<file path="src/logic/refsw_pkg.sv">
package refsw_pkg;
   // ==================================================
   // register indices (word index, byte address = 4 * index)
   localparam logic [9:0]  IDX_CHIP_MODE  = 10'h040;
   localparam logic [9:0]  IDX_RX_CFG_A   = 10'h080;
   localparam logic [9:0]  IDX_RX_CFG_B   = 10'h081;
   localparam logic [9:0]  IDX_SWITCHOVER = 10'h082;
   localparam logic [9:0]  IDX_MON_CFG    = 10'h083;
   localparam logic [9:0]  IDX_REF_STATUS = 10'h021;
   localparam logic [9:0]  IDX_IRQ_STATUS = 10'h0f0;
   localparam logic [9:0]  IDX_IRQ_MASK   = 10'h0f1;
   localparam int          ADDR_W         = 12;
   localparam int          DATA_W         = 32;

   // ==================================================
   // implemented bits per register; the rest read zero
   localparam logic [7:0]  MASK_CHIP_MODE  = 8'h03;
   localparam logic [7:0]  MASK_RX_CFG_A   = 8'h77;
   localparam logic [7:0]  MASK_RX_CFG_B   = 8'h07;
   localparam logic [7:0]  MASK_SWITCHOVER = 8'h0f;
   localparam logic [7:0]  MASK_MON_CFG    = 8'hbf;
   localparam logic [7:0]  MASK_IRQ        = 8'h03;

   // ==================================================
   // reset values
   localparam logic [7:0]  RST_CHIP_MODE  = 8'h02;
   localparam logic [7:0]  RST_RX_CFG_A   = 8'h00;
   localparam logic [7:0]  RST_RX_CFG_B   = 8'h00;
   localparam logic [7:0]  RST_SWITCHOVER = 8'h00;
   localparam logic [7:0]  RST_MON_CFG    = 8'h00;
   localparam logic [7:0]  RST_IRQ        = 8'h00;

   // ==================================================
   // field positions
   localparam int  B_INT_REF_SEL   = 0;
   localparam int  B_CHIP_PD       = 1;
   localparam int  B_PRI_FMT       = 0;
   localparam int  B_PRI_PD        = 2;
   localparam int  B_SEC_FMT       = 4;
   localparam int  B_SEC_PD        = 6;
   localparam int  B_AUX_FMT       = 0;
   localparam int  B_AUX_PD        = 2;
   localparam int  B_SOFT_SEL      = 0;
   localparam int  B_SOFT_EN       = 1;
   localparam int  B_REDUNDANT     = 2;
   localparam int  B_IMMEDIATE     = 3;
   localparam int  B_ERR_WIN       = 0;
   localparam int  B_CARRIER       = 2;
   localparam int  B_MON_8K        = 4;
   localparam int  B_MON_FREQ      = 5;
   localparam int  B_MON_EN        = 7;
   localparam int  B_ACTIVE_REF    = 3;
   localparam int  B_REF_STAT      = 4;
   localparam int  B_EV_SWITCH     = 0;
   localparam int  B_EV_FAULT      = 1;

   // ==================================================
   // encodings
   localparam logic [1:0]  FMT_CMOS     = 2'h0;
   localparam logic [1:0]  FMT_AC_DIFF  = 2'h1;
   localparam logic [1:0]  FMT_XTAL     = 2'h2;
   localparam logic [1:0]  ST_VALID     = 2'h0;
   localparam logic [1:0]  ST_SLOW      = 2'h1;
   localparam logic [1:0]  ST_FAST      = 2'h2;
   localparam logic [1:0]  ST_FAULT     = 2'h3;
   localparam logic [1:0]  ST_AGREE     = 2'h0;
   localparam logic [1:0]  ST_DISAGREE  = 2'h3;
   localparam logic [1:0]  CAR_10M      = 2'h0;
   localparam logic [1:0]  CAR_19M44    = 2'h1;
   localparam logic [1:0]  CAR_25M      = 2'h2;
   localparam logic [1:0]  CAR_38M88    = 2'h3;
   // effective monitor reference code: carrier codes, or 8 kHz
   localparam logic [2:0]  MREF_8K      = 3'h4;
   localparam logic [1:0]  WIN_10PPM    = 2'h0;
   localparam logic [1:0]  WIN_25PPM    = 2'h1;
   localparam logic [1:0]  WIN_50PPM    = 2'h2;
   localparam logic [1:0]  WIN_100PPM   = 2'h3;

   // monitored input frequency: 0 -> 25 MHz, 1 -> 19.44 MHz
   typedef enum logic {MON_25M, MON_19M44} mon_freq_t;
endpackage

</file>
<file path="src/logic/sync_stage.sv">
`timescale 1ns/1ps
`default_nettype none
module sync_stage #(
   parameter int WIDTH = 1
) (
   // clock and reset
   input  wire logic             pclk,
   input  wire logic             presetn,
   // async in, synchronised out
   input  wire logic [WIDTH-1:0] async_in,
   output var  logic [WIDTH-1:0] sync_out
);
   logic [WIDTH-1:0] meta;

   // first stage feeds only the second
   always_ff @(posedge pclk or negedge presetn) begin
      if (!presetn) begin
         meta     <= '0;
         sync_out <= '0;
      end else begin
         meta     <= async_in;
         sync_out <= meta;
      end
   end
endmodule
`default_nettype wire

</file>
<file path="src/logic/reference_input_switchover_ctrl.sv">
`timescale 1ns/1ps
`default_nettype none
module reference_input_switchover_ctrl
   import refsw_pkg::*;
(
   // apb clock and reset
   input  wire logic              pclk,
   input  wire logic              presetn,
   // apb slave
   input  wire logic              psel,
   input  wire logic              penable,
   input  wire logic              pwrite,
   input  wire logic [ADDR_W-1:0] paddr,
   input  wire logic [DATA_W-1:0] pwdata,
   output var  logic [DATA_W-1:0] prdata,
   output var  logic              pready,
   output var  logic              pslverr,
   // pins and monitor verdicts (asynchronous)
   input  wire logic              ref_sel_pin,
   input  wire logic [1:0]        primary_verdict,
   input  wire logic [1:0]        secondary_verdict,
   // chip control
   output var  logic              chip_power_down,
   output var  logic              integer_loop_ref_aux,
   // input receivers
   output var  logic              primary_pd,
   output var  logic [1:0]        primary_format,
   output var  logic              secondary_pd,
   output var  logic [1:0]        secondary_format,
   output var  logic              auxiliary_pd,
   output var  logic [1:0]        auxiliary_format,
   // switchover
   output var  logic              switch_immediate,
   output var  logic              fractional_loop_mux_sel,
   // frequency monitor
   output var  logic              monitor_enable,
   output var  logic              monitored_freq_19m44,
   output var  logic [2:0]        monitor_ref_code,
   output var  logic [1:0]        error_window,
   // interrupt
   output var  logic              irq
);
   // ==================================================
   // registers and nets
   logic [7:0]  chip_mode_control;
   logic [7:0]  input_receiver_config_a;
   logic [7:0]  input_receiver_config_b;
   logic [7:0]  switchover_control;
   logic [7:0]  frequency_monitor_config;
   logic [7:0]  irq_status;
   logic [7:0]  irq_mask;
   logic [1:0]  active_status;
   logic        pin_sel;
   logic [1:0]  pri_v;
   logic [1:0]  sec_v;
   logic        requested_sel;
   logic        next_mux_sel;
   logic [1:0]  next_status;
   logic        wr_fire;
   logic        rd_fire;
   logic        access;
   logic [9:0]  widx;
   logic        mapped;
   logic [7:0]  rd_value;
   logic [7:0]  ev_set;
   mon_freq_t   mon_freq;

   // ==================================================
   // synchronisers for external inputs
   sync_stage #(.WIDTH(5)) u_sync (
      .pclk     (pclk),
      .presetn  (presetn),
      .async_in ({ref_sel_pin, primary_verdict, secondary_verdict}),
      .sync_out ({pin_sel, pri_v, sec_v})
   );

   // ==================================================
   // apb decode
   // one wait state so read data comes from a flop
   assign access  = psel && penable;
   assign wr_fire = access && pready && pwrite;
   assign rd_fire = access && pready && !pwrite;
   assign widx    = paddr[ADDR_W-1:2];

   always_comb begin
      mapped   = 1'b1;
      rd_value = 8'h00;
      if (paddr[1:0] != 2'b00) begin
         mapped = 1'b0;
      end else begin
         case (widx)
            IDX_CHIP_MODE:  rd_value = chip_mode_control;
            IDX_RX_CFG_A:   rd_value = input_receiver_config_a;
            IDX_RX_CFG_B:   rd_value = input_receiver_config_b;
            IDX_SWITCHOVER: rd_value = switchover_control;
            IDX_MON_CFG:    rd_value = frequency_monitor_config;
            IDX_REF_STATUS: begin
               rd_value[B_REF_STAT+:2]  = active_status;
               rd_value[B_ACTIVE_REF]   = fractional_loop_mux_sel;
            end
            IDX_IRQ_STATUS: rd_value = irq_status;
            IDX_IRQ_MASK:   rd_value = irq_mask;
            default:        mapped   = 1'b0;
         endcase
      end
   end

   always_ff @(posedge pclk or negedge presetn) begin
      if (!presetn) begin
         pready  <= 1'b0;
         prdata  <= '0;
         pslverr <= 1'b0;
      end else begin
         pready  <= access && !pready;
         pslverr <= access && !pready && !mapped;
         if (access && !pready) begin
            prdata <= {24'h000000, rd_value};
         end
      end
   end

   // ==================================================
   // configuration registers
   // stored through the mask so reserved bits never hold a one
   always_ff @(posedge pclk or negedge presetn) begin
      if (!presetn) begin
         chip_mode_control        <= RST_CHIP_MODE;
         input_receiver_config_a  <= RST_RX_CFG_A;
         input_receiver_config_b  <= RST_RX_CFG_B;
         switchover_control       <= RST_SWITCHOVER;
         frequency_monitor_config <= RST_MON_CFG;
         irq_mask                 <= RST_IRQ;
      end else if (wr_fire && mapped) begin
         case (widx)
            IDX_CHIP_MODE:
               chip_mode_control <= pwdata[7:0] & MASK_CHIP_MODE;
            IDX_RX_CFG_A:
               input_receiver_config_a <= pwdata[7:0] & MASK_RX_CFG_A;
            IDX_RX_CFG_B:
               input_receiver_config_b <= pwdata[7:0] & MASK_RX_CFG_B;
            IDX_SWITCHOVER:
               switchover_control <= pwdata[7:0] & MASK_SWITCHOVER;
            IDX_MON_CFG:
               frequency_monitor_config <= pwdata[7:0] & MASK_MON_CFG;
            IDX_IRQ_MASK:
               irq_mask <= pwdata[7:0] & MASK_IRQ;
            default: begin
            end
         endcase
      end
   end

   // ==================================================
   // configuration outputs
   assign chip_power_down      = chip_mode_control[B_CHIP_PD];
   assign integer_loop_ref_aux = chip_mode_control[B_INT_REF_SEL];
   assign primary_pd           = input_receiver_config_a[B_PRI_PD];
   assign primary_format       = input_receiver_config_a[B_PRI_FMT+:2];
   assign secondary_pd         = input_receiver_config_a[B_SEC_PD];
   assign secondary_format     = input_receiver_config_a[B_SEC_FMT+:2];
   assign auxiliary_pd         = input_receiver_config_b[B_AUX_PD];
   assign auxiliary_format     = input_receiver_config_b[B_AUX_FMT+:2];
   assign switch_immediate     = switchover_control[B_IMMEDIATE];
   assign monitor_enable       = frequency_monitor_config[B_MON_EN];
   assign mon_freq             = mon_freq_t'(frequency_monitor_config[B_MON_FREQ]);
   assign monitored_freq_19m44 = (mon_freq == MON_19M44);
   assign error_window         = frequency_monitor_config[B_ERR_WIN+:2];

   // effective reference code; 8 kHz wins over the carrier field
   always_ff @(posedge pclk or negedge presetn) begin
      if (!presetn) begin
         monitor_ref_code <= 3'h0;
      end else if (frequency_monitor_config[B_MON_8K]) begin
         monitor_ref_code <= MREF_8K;
      end else begin
         monitor_ref_code <= {1'b0, frequency_monitor_config[B_CARRIER+:2]};
      end
   end

   // ==================================================
   // reference selection
   always_comb begin
      if (switchover_control[B_SOFT_EN]) begin
         requested_sel = switchover_control[B_SOFT_SEL];
      end else begin
         requested_sel = pin_sel;
      end
   end

   // redundancy only leaves a failing input for a healthy one;
   // with both bad it stays put rather than bounce.
   // relies on software having set up monitor and crystals first.
   always_comb begin
      next_mux_sel = fractional_loop_mux_sel;
      if (switchover_control[B_REDUNDANT]) begin
         if (monitor_enable) begin
            if (!fractional_loop_mux_sel && pri_v != ST_VALID
                && sec_v == ST_VALID) begin
               next_mux_sel = 1'b1;
            end else if (fractional_loop_mux_sel && sec_v != ST_VALID
                         && pri_v == ST_VALID) begin
               next_mux_sel = 1'b0;
            end
         end
      end else begin
         next_mux_sel = requested_sel;
      end
   end

   always_comb begin
      if (monitor_enable) begin
         next_status = fractional_loop_mux_sel ? sec_v : pri_v;
      end else if (requested_sel == fractional_loop_mux_sel) begin
         next_status = ST_AGREE;
      end else begin
         next_status = ST_DISAGREE;
      end
   end

   always_ff @(posedge pclk or negedge presetn) begin
      if (!presetn) begin
         fractional_loop_mux_sel <= 1'b0;
         active_status           <= ST_VALID;
      end else begin
         fractional_loop_mux_sel <= next_mux_sel;
         active_status           <= next_status;
      end
   end

   // ==================================================
   // interrupt status, cleared by read; a new event beats the clear
   always_comb begin
      ev_set              = 8'h00;
      ev_set[B_EV_SWITCH] = next_mux_sel != fractional_loop_mux_sel;
      ev_set[B_EV_FAULT]  = monitor_enable && next_status != ST_VALID
                            && active_status == ST_VALID;
   end

   always_ff @(posedge pclk or negedge presetn) begin
      if (!presetn) begin
         irq_status <= RST_IRQ;
      end else if (rd_fire && mapped && widx == IDX_IRQ_STATUS) begin
         // clear only what the read returned; later events survive
         irq_status <= (irq_status & ~prdata[7:0]) | ev_set;
      end else begin
         irq_status <= irq_status | ev_set;
      end
   end

   always_ff @(posedge pclk or negedge presetn) begin
      if (!presetn) begin
         irq <= 1'b0;
      end else begin
         irq <= |(irq_status & irq_mask);
      end
   end
endmodule
`default_nettype wire

</file>
<file path="config.mk">
export PLATFORM = sky130hd
export DESIGN_NAME = reference_input_switchover_ctrl
export DESIGN_NICKNAME = d
export VERILOG_FILES = /design/src/logic/refsw_pkg.sv /design/src/logic/sync_stage.sv /design/src/logic/reference_input_switchover_ctrl.sv
export SDC_FILE = /design/constraint.sdc
export NUM_CORES = 1
export LEC_CHECK = 0
export CORE_MARGIN = 4
export CORE_UTILIZATION = 25
export DETAILED_ROUTE_END_ITERATION = 8
export DONT_BUFFER_PORTS = 1
export GPL_ROUTABILITY_DRIVEN = 0
export RECOVER_POWER = 25
export SLEW_MARGIN = 20
export SYNTH_ARGS = -nofsm -noshare
export SYNTH_HDL_FRONTEND = slang
export SYNTH_SLANG_ARGS = --single-unit
</file>
<file path="constraint.sdc">
create_clock -name pclk -period 2 [get_ports pclk]
set_clock_uncertainty 0.05 [all_clocks]
set_input_delay 0.2 -clock pclk [delete_from_list [all_inputs] [get_ports pclk]]
set_output_delay 0.2 -clock pclk [all_outputs]
set_load 0.01 [all_outputs]
</file>
## Word-level counts from Yosys, hierarchy flattened

Index checks and enable logic that the tools add are counted.

| word-level totals | value |
|---|---|
| register bits | 59 |
| input bits | 54 |
| output and inout port bits | 55 |
| word-level logic and storage cells | 81 |

| operators by class | value |
|---|---|
| eq/ne operators | 10 |
| muxes and demuxes | 16 |
| bitwise gates (word level) | 5 |
| reductions and logical operators | 34 |

Operator list:

| cell | number |
|---|---|
| equality test 10 x 8 -> 1 bit, second input constant | 6 |
| one-hot mux 3 bit (7 select lines) | 1 |
| 2-to-1 mux 8 bit | 2 |
| bitwise OR 8 x 2 -> 8 bit | 2 |
| OR reduction 8 bit | 2 |
| logical AND 1 bit | 15 |
| one-hot mux 3 bit (5 select lines) | 1 |
| AND reduction 2 bit | 6 |
| equality test 10 x 6 -> 1 bit, second input constant | 1 |
| equality test 10 x 7 -> 1 bit, second input constant | 1 |
| bitwise AND 8 x 2 -> 8 bit | 1 |
| bitwise AND 8 bit | 1 |
| inverter 8 bit | 1 |
| nonzero test 2 bit | 4 |
| 2-to-1 mux 1 bit | 7 |
| logical NOT 2 bit | 3 |
| 2-to-1 mux 2 bit | 3 |
| one-hot mux 2 bit (3 select lines) | 1 |
| logical NOT 1 bit | 4 |
| 2-to-1 mux 3 bit | 1 |
| equality test 1 bit | 1 |
| != test 1 bit | 1 |

## Depth between registers and ports, before layout

| logic depth | value |
|---|---|
| depth after elaboration | 10 |
| depth in mapped cells | 6 |

## Cells and area by module

Synthesis repeated with hierarchy kept, for this count alone.

| unflattened totals | value |
|---|---|
| cell total of the unflattened synthesis | 257 |
| area, all modules | 2,865.2 um^2 |

By module, submodules not included:

| module | times used | cells an instance | area an instance (um^2) |
|---|---|---|---|
| reference_input_switchover_ctrl | 1 | 247 | 2,615.0 |
| sync_stage | 1 | 10 | 250.2 |

## Worst setup path after synthesis

Ideal clock, no wire load.

| path | value |
|---|---|
| path type | input to register |
| start | input paddr[1] |
| end | register frequency_monitor_config[0] |
| setup time | 0.125 ns |
| data arrival time | 1.555 ns |
| required time | 1.825 ns |
| slack | 0.270 ns |
| stages on the path | 5 |
| buffers on the path | 1 |
| cell sequence | nor2_1 nand4_2 or4_1 buf_4 mux2_4 |

| on the way | value |
|---|---|
| longest elaborated chain between the ends | 4 |

Ends and longest elaborated chain:

| element | RTL line | RTL |
|---|---|---|
| start, declared | reference_input_switchover_ctrl.sv:13 | `input wire logic [ADDR_W-1:0] paddr,` |
| nonzero test 2 bit | reference_input_switchover_ctrl.sv:88 | `if (paddr[1:0] != 2'b00) begin` |
| 2-to-1 mux 1 bit | reference_input_switchover_ctrl.sv:88 |  |
| logical AND 1 bit | reference_input_switchover_ctrl.sv:133 | `end else if (wr_fire && mapped) begin` |
| AND reduction 2 bit (no source line) | -- |  |
| end signal, assigned | reference_input_switchover_ctrl.sv:144 | `frequency_monitor_config <= pwdata[7:0] & MASK_MON_CFG;` |
| end, declared | reference_input_switchover_ctrl.sv:49 | `logic [7:0] frequency_monitor_config;` |

Every way passes these cells.
A chain may end at the register's enable or synchronous reset.

## Worst setup path after layout

| path | value |
|---|---|
| start | register pready |
| end | register frequency_monitor_config[7] |

| on the way | value |
|---|---|
| longest elaborated chain between the ends | 4 |

Ends and longest elaborated chain:

| element | RTL line | RTL |
|---|---|---|
| start, declared | reference_input_switchover_ctrl.sv:16 | `output var logic pready,` |
| start signal, assigned | reference_input_switchover_ctrl.sv:114 | `pready <= access && !pready;` |
| logical AND 1 bit (2 in series) | reference_input_switchover_ctrl.sv:81 | `assign wr_fire = access && pready && pwrite;` |
| logical AND 1 bit | reference_input_switchover_ctrl.sv:133 |  |
| AND reduction 2 bit (no source line) | -- |  |

Every way passes these cells.

==> flow_summary_export.csv <==
group,metric,value,unit
cells_and_area,num_antenna_cells,0,
clocking,post-cts-setup-buffer-count,0,
floorplan,placement_rows,39,
cells_and_area,flow.area_growth_from_synthesis,20.3,%
pwr,switching_share,21.9,%
clocking,cts_inserted_buffers,9,
floorplan,die_y,116,um
global_route,largest_net_degree_at_the_start_of_global_routing,60,
setup_path,timing.critical_path.from_type,"flip-flop",
clocking,clock_latency_late_sink,0.33,ns
global_route,grt.overflow.total,0,
route,drc,0,
placed_design,placed_cells_incl_taps,401,
setup_path,worst-endpoint-required,2.16,ns
min_path,tightest_hold_check_type,"in -> reg",
outcome,outcome,"complete, no violations",
yosys,synth-seq-area-share,50.3,%
global_route,first_pass_grt_wire_length,11900,um
pwr,power_report.internal_total,2190,uW
global_route,grt_pass1_vias,2110,
yosys,post-synth-top-area-cell,"sky130_fd_sc_hd__dfrtp_1",
yosys,synth-main-ff-cell,"sky130_fd_sc_hd__dfrtp_1",
floorplan,io_pins,109,
route,ant_nets,0,
pwr,p_seq_share,43.6,%
setup_path,critical_path.max_fanout,5,
cells_and_area,design.final.nets,339,
timing,grt_setup_unrepaired,"false",
setup_path,setup.reg_to_reg.worst_slack,0.14,ns
yosys,synth_largest_type_area_fraction,49.4,%
cells_and_area,fin_cells,432,
pwr,total_switching_power,615,uW
pwr,p_comb_share,5.5,%
timing,finalWorstPathRequiredPeriod,1.86,ns
floorplan,core_region_area,11500,um^2
timing,slew_limit_fails,0,
timing,finalSetupViolations,0,
yosys,number_of_warning_messages_in_the_yosys_log,0,
setup_path,cp.arrival,2.02,ns
timing,setup_ws,0.137,ns
yosys,avgSynthCellArea,11.7,um^2
floorplan,fp.dieW,116,um
timing,maxSlewHeadroom,13.9,%
run,max-cap-violations,0,
pwr,power.density_cell_area,794,nW/um^2
clocking,clk_path_buf_depth,2,
pwr,leakagePower,0.00157,uW
timing,fmax,537,MHz
yosys,ys_top_cells_by_area,"sky130_fd_sc_hd__dfrtp_1 49%, sky130_fd_sc_hd__mux2_2 7.3%, sky130_fd_sc_hd__buf_4 7.1%",
timing,post-route-period-util,93.2,%
route,finalWirelength,7360,um
timing,worst_slew_pin_slew,1.29,ns
floorplan,initial_utilization,25.6,%
clocking,root_buffer_cell,"sky130_fd_sc_hd__clkbuf_16",
yosys,cell_with_the_most_instances_after_synthesis,"sky130_fd_sc_hd__dfrtp_1",
cells_and_area,final_util,30.9,%
placed_design,postPlaceCellArea,3100,um^2
yosys,synth.cell_area,2940,um^2
clocking,htree_num_levels,3,
pwr,power_frac_clock,50.9,%
clocking,clkSlewWorstSetupHoldPaths,0.05,ns
setup_path,path_class,"reg -> reg",
cells_and_area,final.fill_count,1161,
yosys,synth_enable_flop_cells,0,
timing,final.setup.tns,0,ns
route,dr.first_iter.drc_count,121,
placed_design,dp_hpwl,5660,um
placed_design,placement.io_buffers,0,
placed_design,placement.setup.worst_slack,0.151,ns
route,vias_per_cell,4.74,
yosys,post_synthesis_register_bit_count,59,
global_route,antenna_violations_before_repair,0,
timing,timing.final.hold_violations,0,
floorplan,die_area,13600,um^2
pwr,vdd.ir_drop.worst,0.461,mV
yosys,synth.top_cells.by_count,"58 x sky130_fd_sc_hd__dfrtp_1, 28 x sky130_fd_sc_hd__buf_4, 19 x sky130_fd_sc_hd__mux2_2",
yosys,synth.lib_cells_used.distinct,52,
clocking,tritoncts_clock_tree,"done",
global_route,global_route.usage.total,11.7,%
cells_and_area,final_layout_size_suffix_gt1_share,24.6,%
route,vias,2047,
clocking,clock_sink_count,59,
cells_and_area,final_cell_area,3540,um^2
yosys,post_synth_inst_count,252,
yosys,synth_async_sr_flop_share,100,%
route,wl_per_cell,17.0,um
setup_path,worstSetupEndpointType,"flip-flop",
route,first_pass_iters,4,
-- cells by family (layout without fill, tap and decap cells) --
kind of cell           count (synthesis)  count (layout)  synth area share, %
multiplexers                          32              32                 13.7
other                                  1              24                0.128
buffers and inverters                 44              58                 9.36
flip-flops                            59              59                 50.3
AND/OR/NAND/NOR                       72              72                 15.3
AO/OA/AOI/OAI                         44              44                 11.2
-- cells in the final DEF (no fill, tap or decap), types with 3 or more instances in the layout --
master                          count
sky130_fd_sc_hd__dfrtp_1           58
sky130_fd_sc_hd__conb_1            24
sky130_fd_sc_hd__nor2b_1            8
sky130_fd_sc_hd__nor3_1             5
sky130_fd_sc_hd__dlygate4sd3_1     15
sky130_fd_sc_hd__nand2b_1           3
sky130_fd_sc_hd__mux2_2            19
sky130_fd_sc_hd__a31oi_1            4
sky130_fd_sc_hd__nand3_1           11
sky130_fd_sc_hd__o211ai_1           3
sky130_fd_sc_hd__nand2_1           10
sky130_fd_sc_hd__clkbuf_16          9
sky130_fd_sc_hd__a22o_1             6
sky130_fd_sc_hd__nand4_1           11
sky130_fd_sc_hd__mux2_4             7
sky130_fd_sc_hd__a21oi_1            5
sky130_fd_sc_hd__clkbuf_8           3
sky130_fd_sc_hd__a21boi_0           4
sky130_fd_sc_hd__nor2_1             6
sky130_fd_sc_hd__inv_1              7
sky130_fd_sc_hd__mux2i_1            4
sky130_fd_sc_hd__buf_4             19
sky130_fd_sc_hd__o31ai_1            3
-- metrics by stage --
stage               hold WS, ns  total power [uW]
floorplan                -0.146              1360
global placement         -0.140              1340
detailed placement       -0.141              1350
CTS                     0.00313              2850
global route             0.0174              2930
finish                   0.0219              2810
-- layout make-up --
class | count | area, um^2 | share of cell area [%]
timing repair buffer | 35 | 298 | 8.42
inverter | 8 | 30.0 | 0.849
sequential | 59 | 1480 | 41.8
clock inverter | 2 | 10.0 | 0.283
tap | 143 | 179 | 5.06
multi-input combinational | 172 | 1270 | 36.0
clock buffer | 13 | 270 | 7.64
-- flip-flops by register name, indices dropped and copies added, names as in the netlist --
| register | flops |
|---|---|
| irq_status | 8 |
| prdata | 8 |
| frequency_monitor_config | 7 |
| input_receiver_config_a | 6 |
| u_sync.meta | 5 |
| u_sync.sync_out | 5 |
| switchover_control | 4 |
| input_receiver_config_b | 3 |
| monitor_ref_code | 3 |
| active_status | 2 |
| chip_mode_control | 2 |
| irq_mask | 2 |
| fractional_loop_mux_sel | 1 |
| irq | 1 |
| pready | 1 |
| pslverr | 1 |
-- timing repair --
item	in CTS	in global routing
hold endpoints to repair	89	0
hold buffers	16	0
gates resized for setup	0	0
-- critical path, cell delays in order, from the launching register on --
cell                      delay [ns]
sky130_fd_sc_hd__dfrtp_1        0.47
sky130_fd_sc_hd__nand4_2        0.18
sky130_fd_sc_hd__or4_1          0.54
sky130_fd_sc_hd__buf_4          0.21
sky130_fd_sc_hd__mux2_4         0.30
-- final timing paths --
path                                      from                           to  cells after the start
worst max-delay path                    pready  frequency_monitor_config[7]                      4
worst min-delay path                    pwrite                irq_status[0]                      2
worst max register to register          pready  frequency_monitor_config[7]                      4
worst min register to register  u_sync.meta[4]           u_sync.sync_out[4]                      0
max in group asynchronous              presetn        switchover_control[3]                      2
min in group asynchronous              presetn               u_sync.meta[0]                      2
-- metal layers --
metal | vias up | global-route usage (%) | part of all wire (%)
met1 | 996 | 14.5 | 43
met3 | 7 | 5.75 | 11
met2 | 93 | 17.6 | 45
met5 | - | 0 | 0
li1 | 951 | - | -
met4 | 0 | 4.49 | 1.3
-- power by group through the flow --
| stage | registers [uW] | logic (uW) | clock network, uW |
|---|---|---|---|
| 2_1_floorplan | 1240 | 118 | 0 |
| 3_3_place_gp | 1240 | 99.9 | 0 |
| 5_1_grt | 1230 | 175 | 1530 |
| 3_5_place_dp | 1240 | 101 | 0 |
| 6_report | 1220 | 154 | 1430 |
| 4_1_cts | 1220 | 162 | 1470 |
Note: power is estimated with default switching activity, not from simulation.
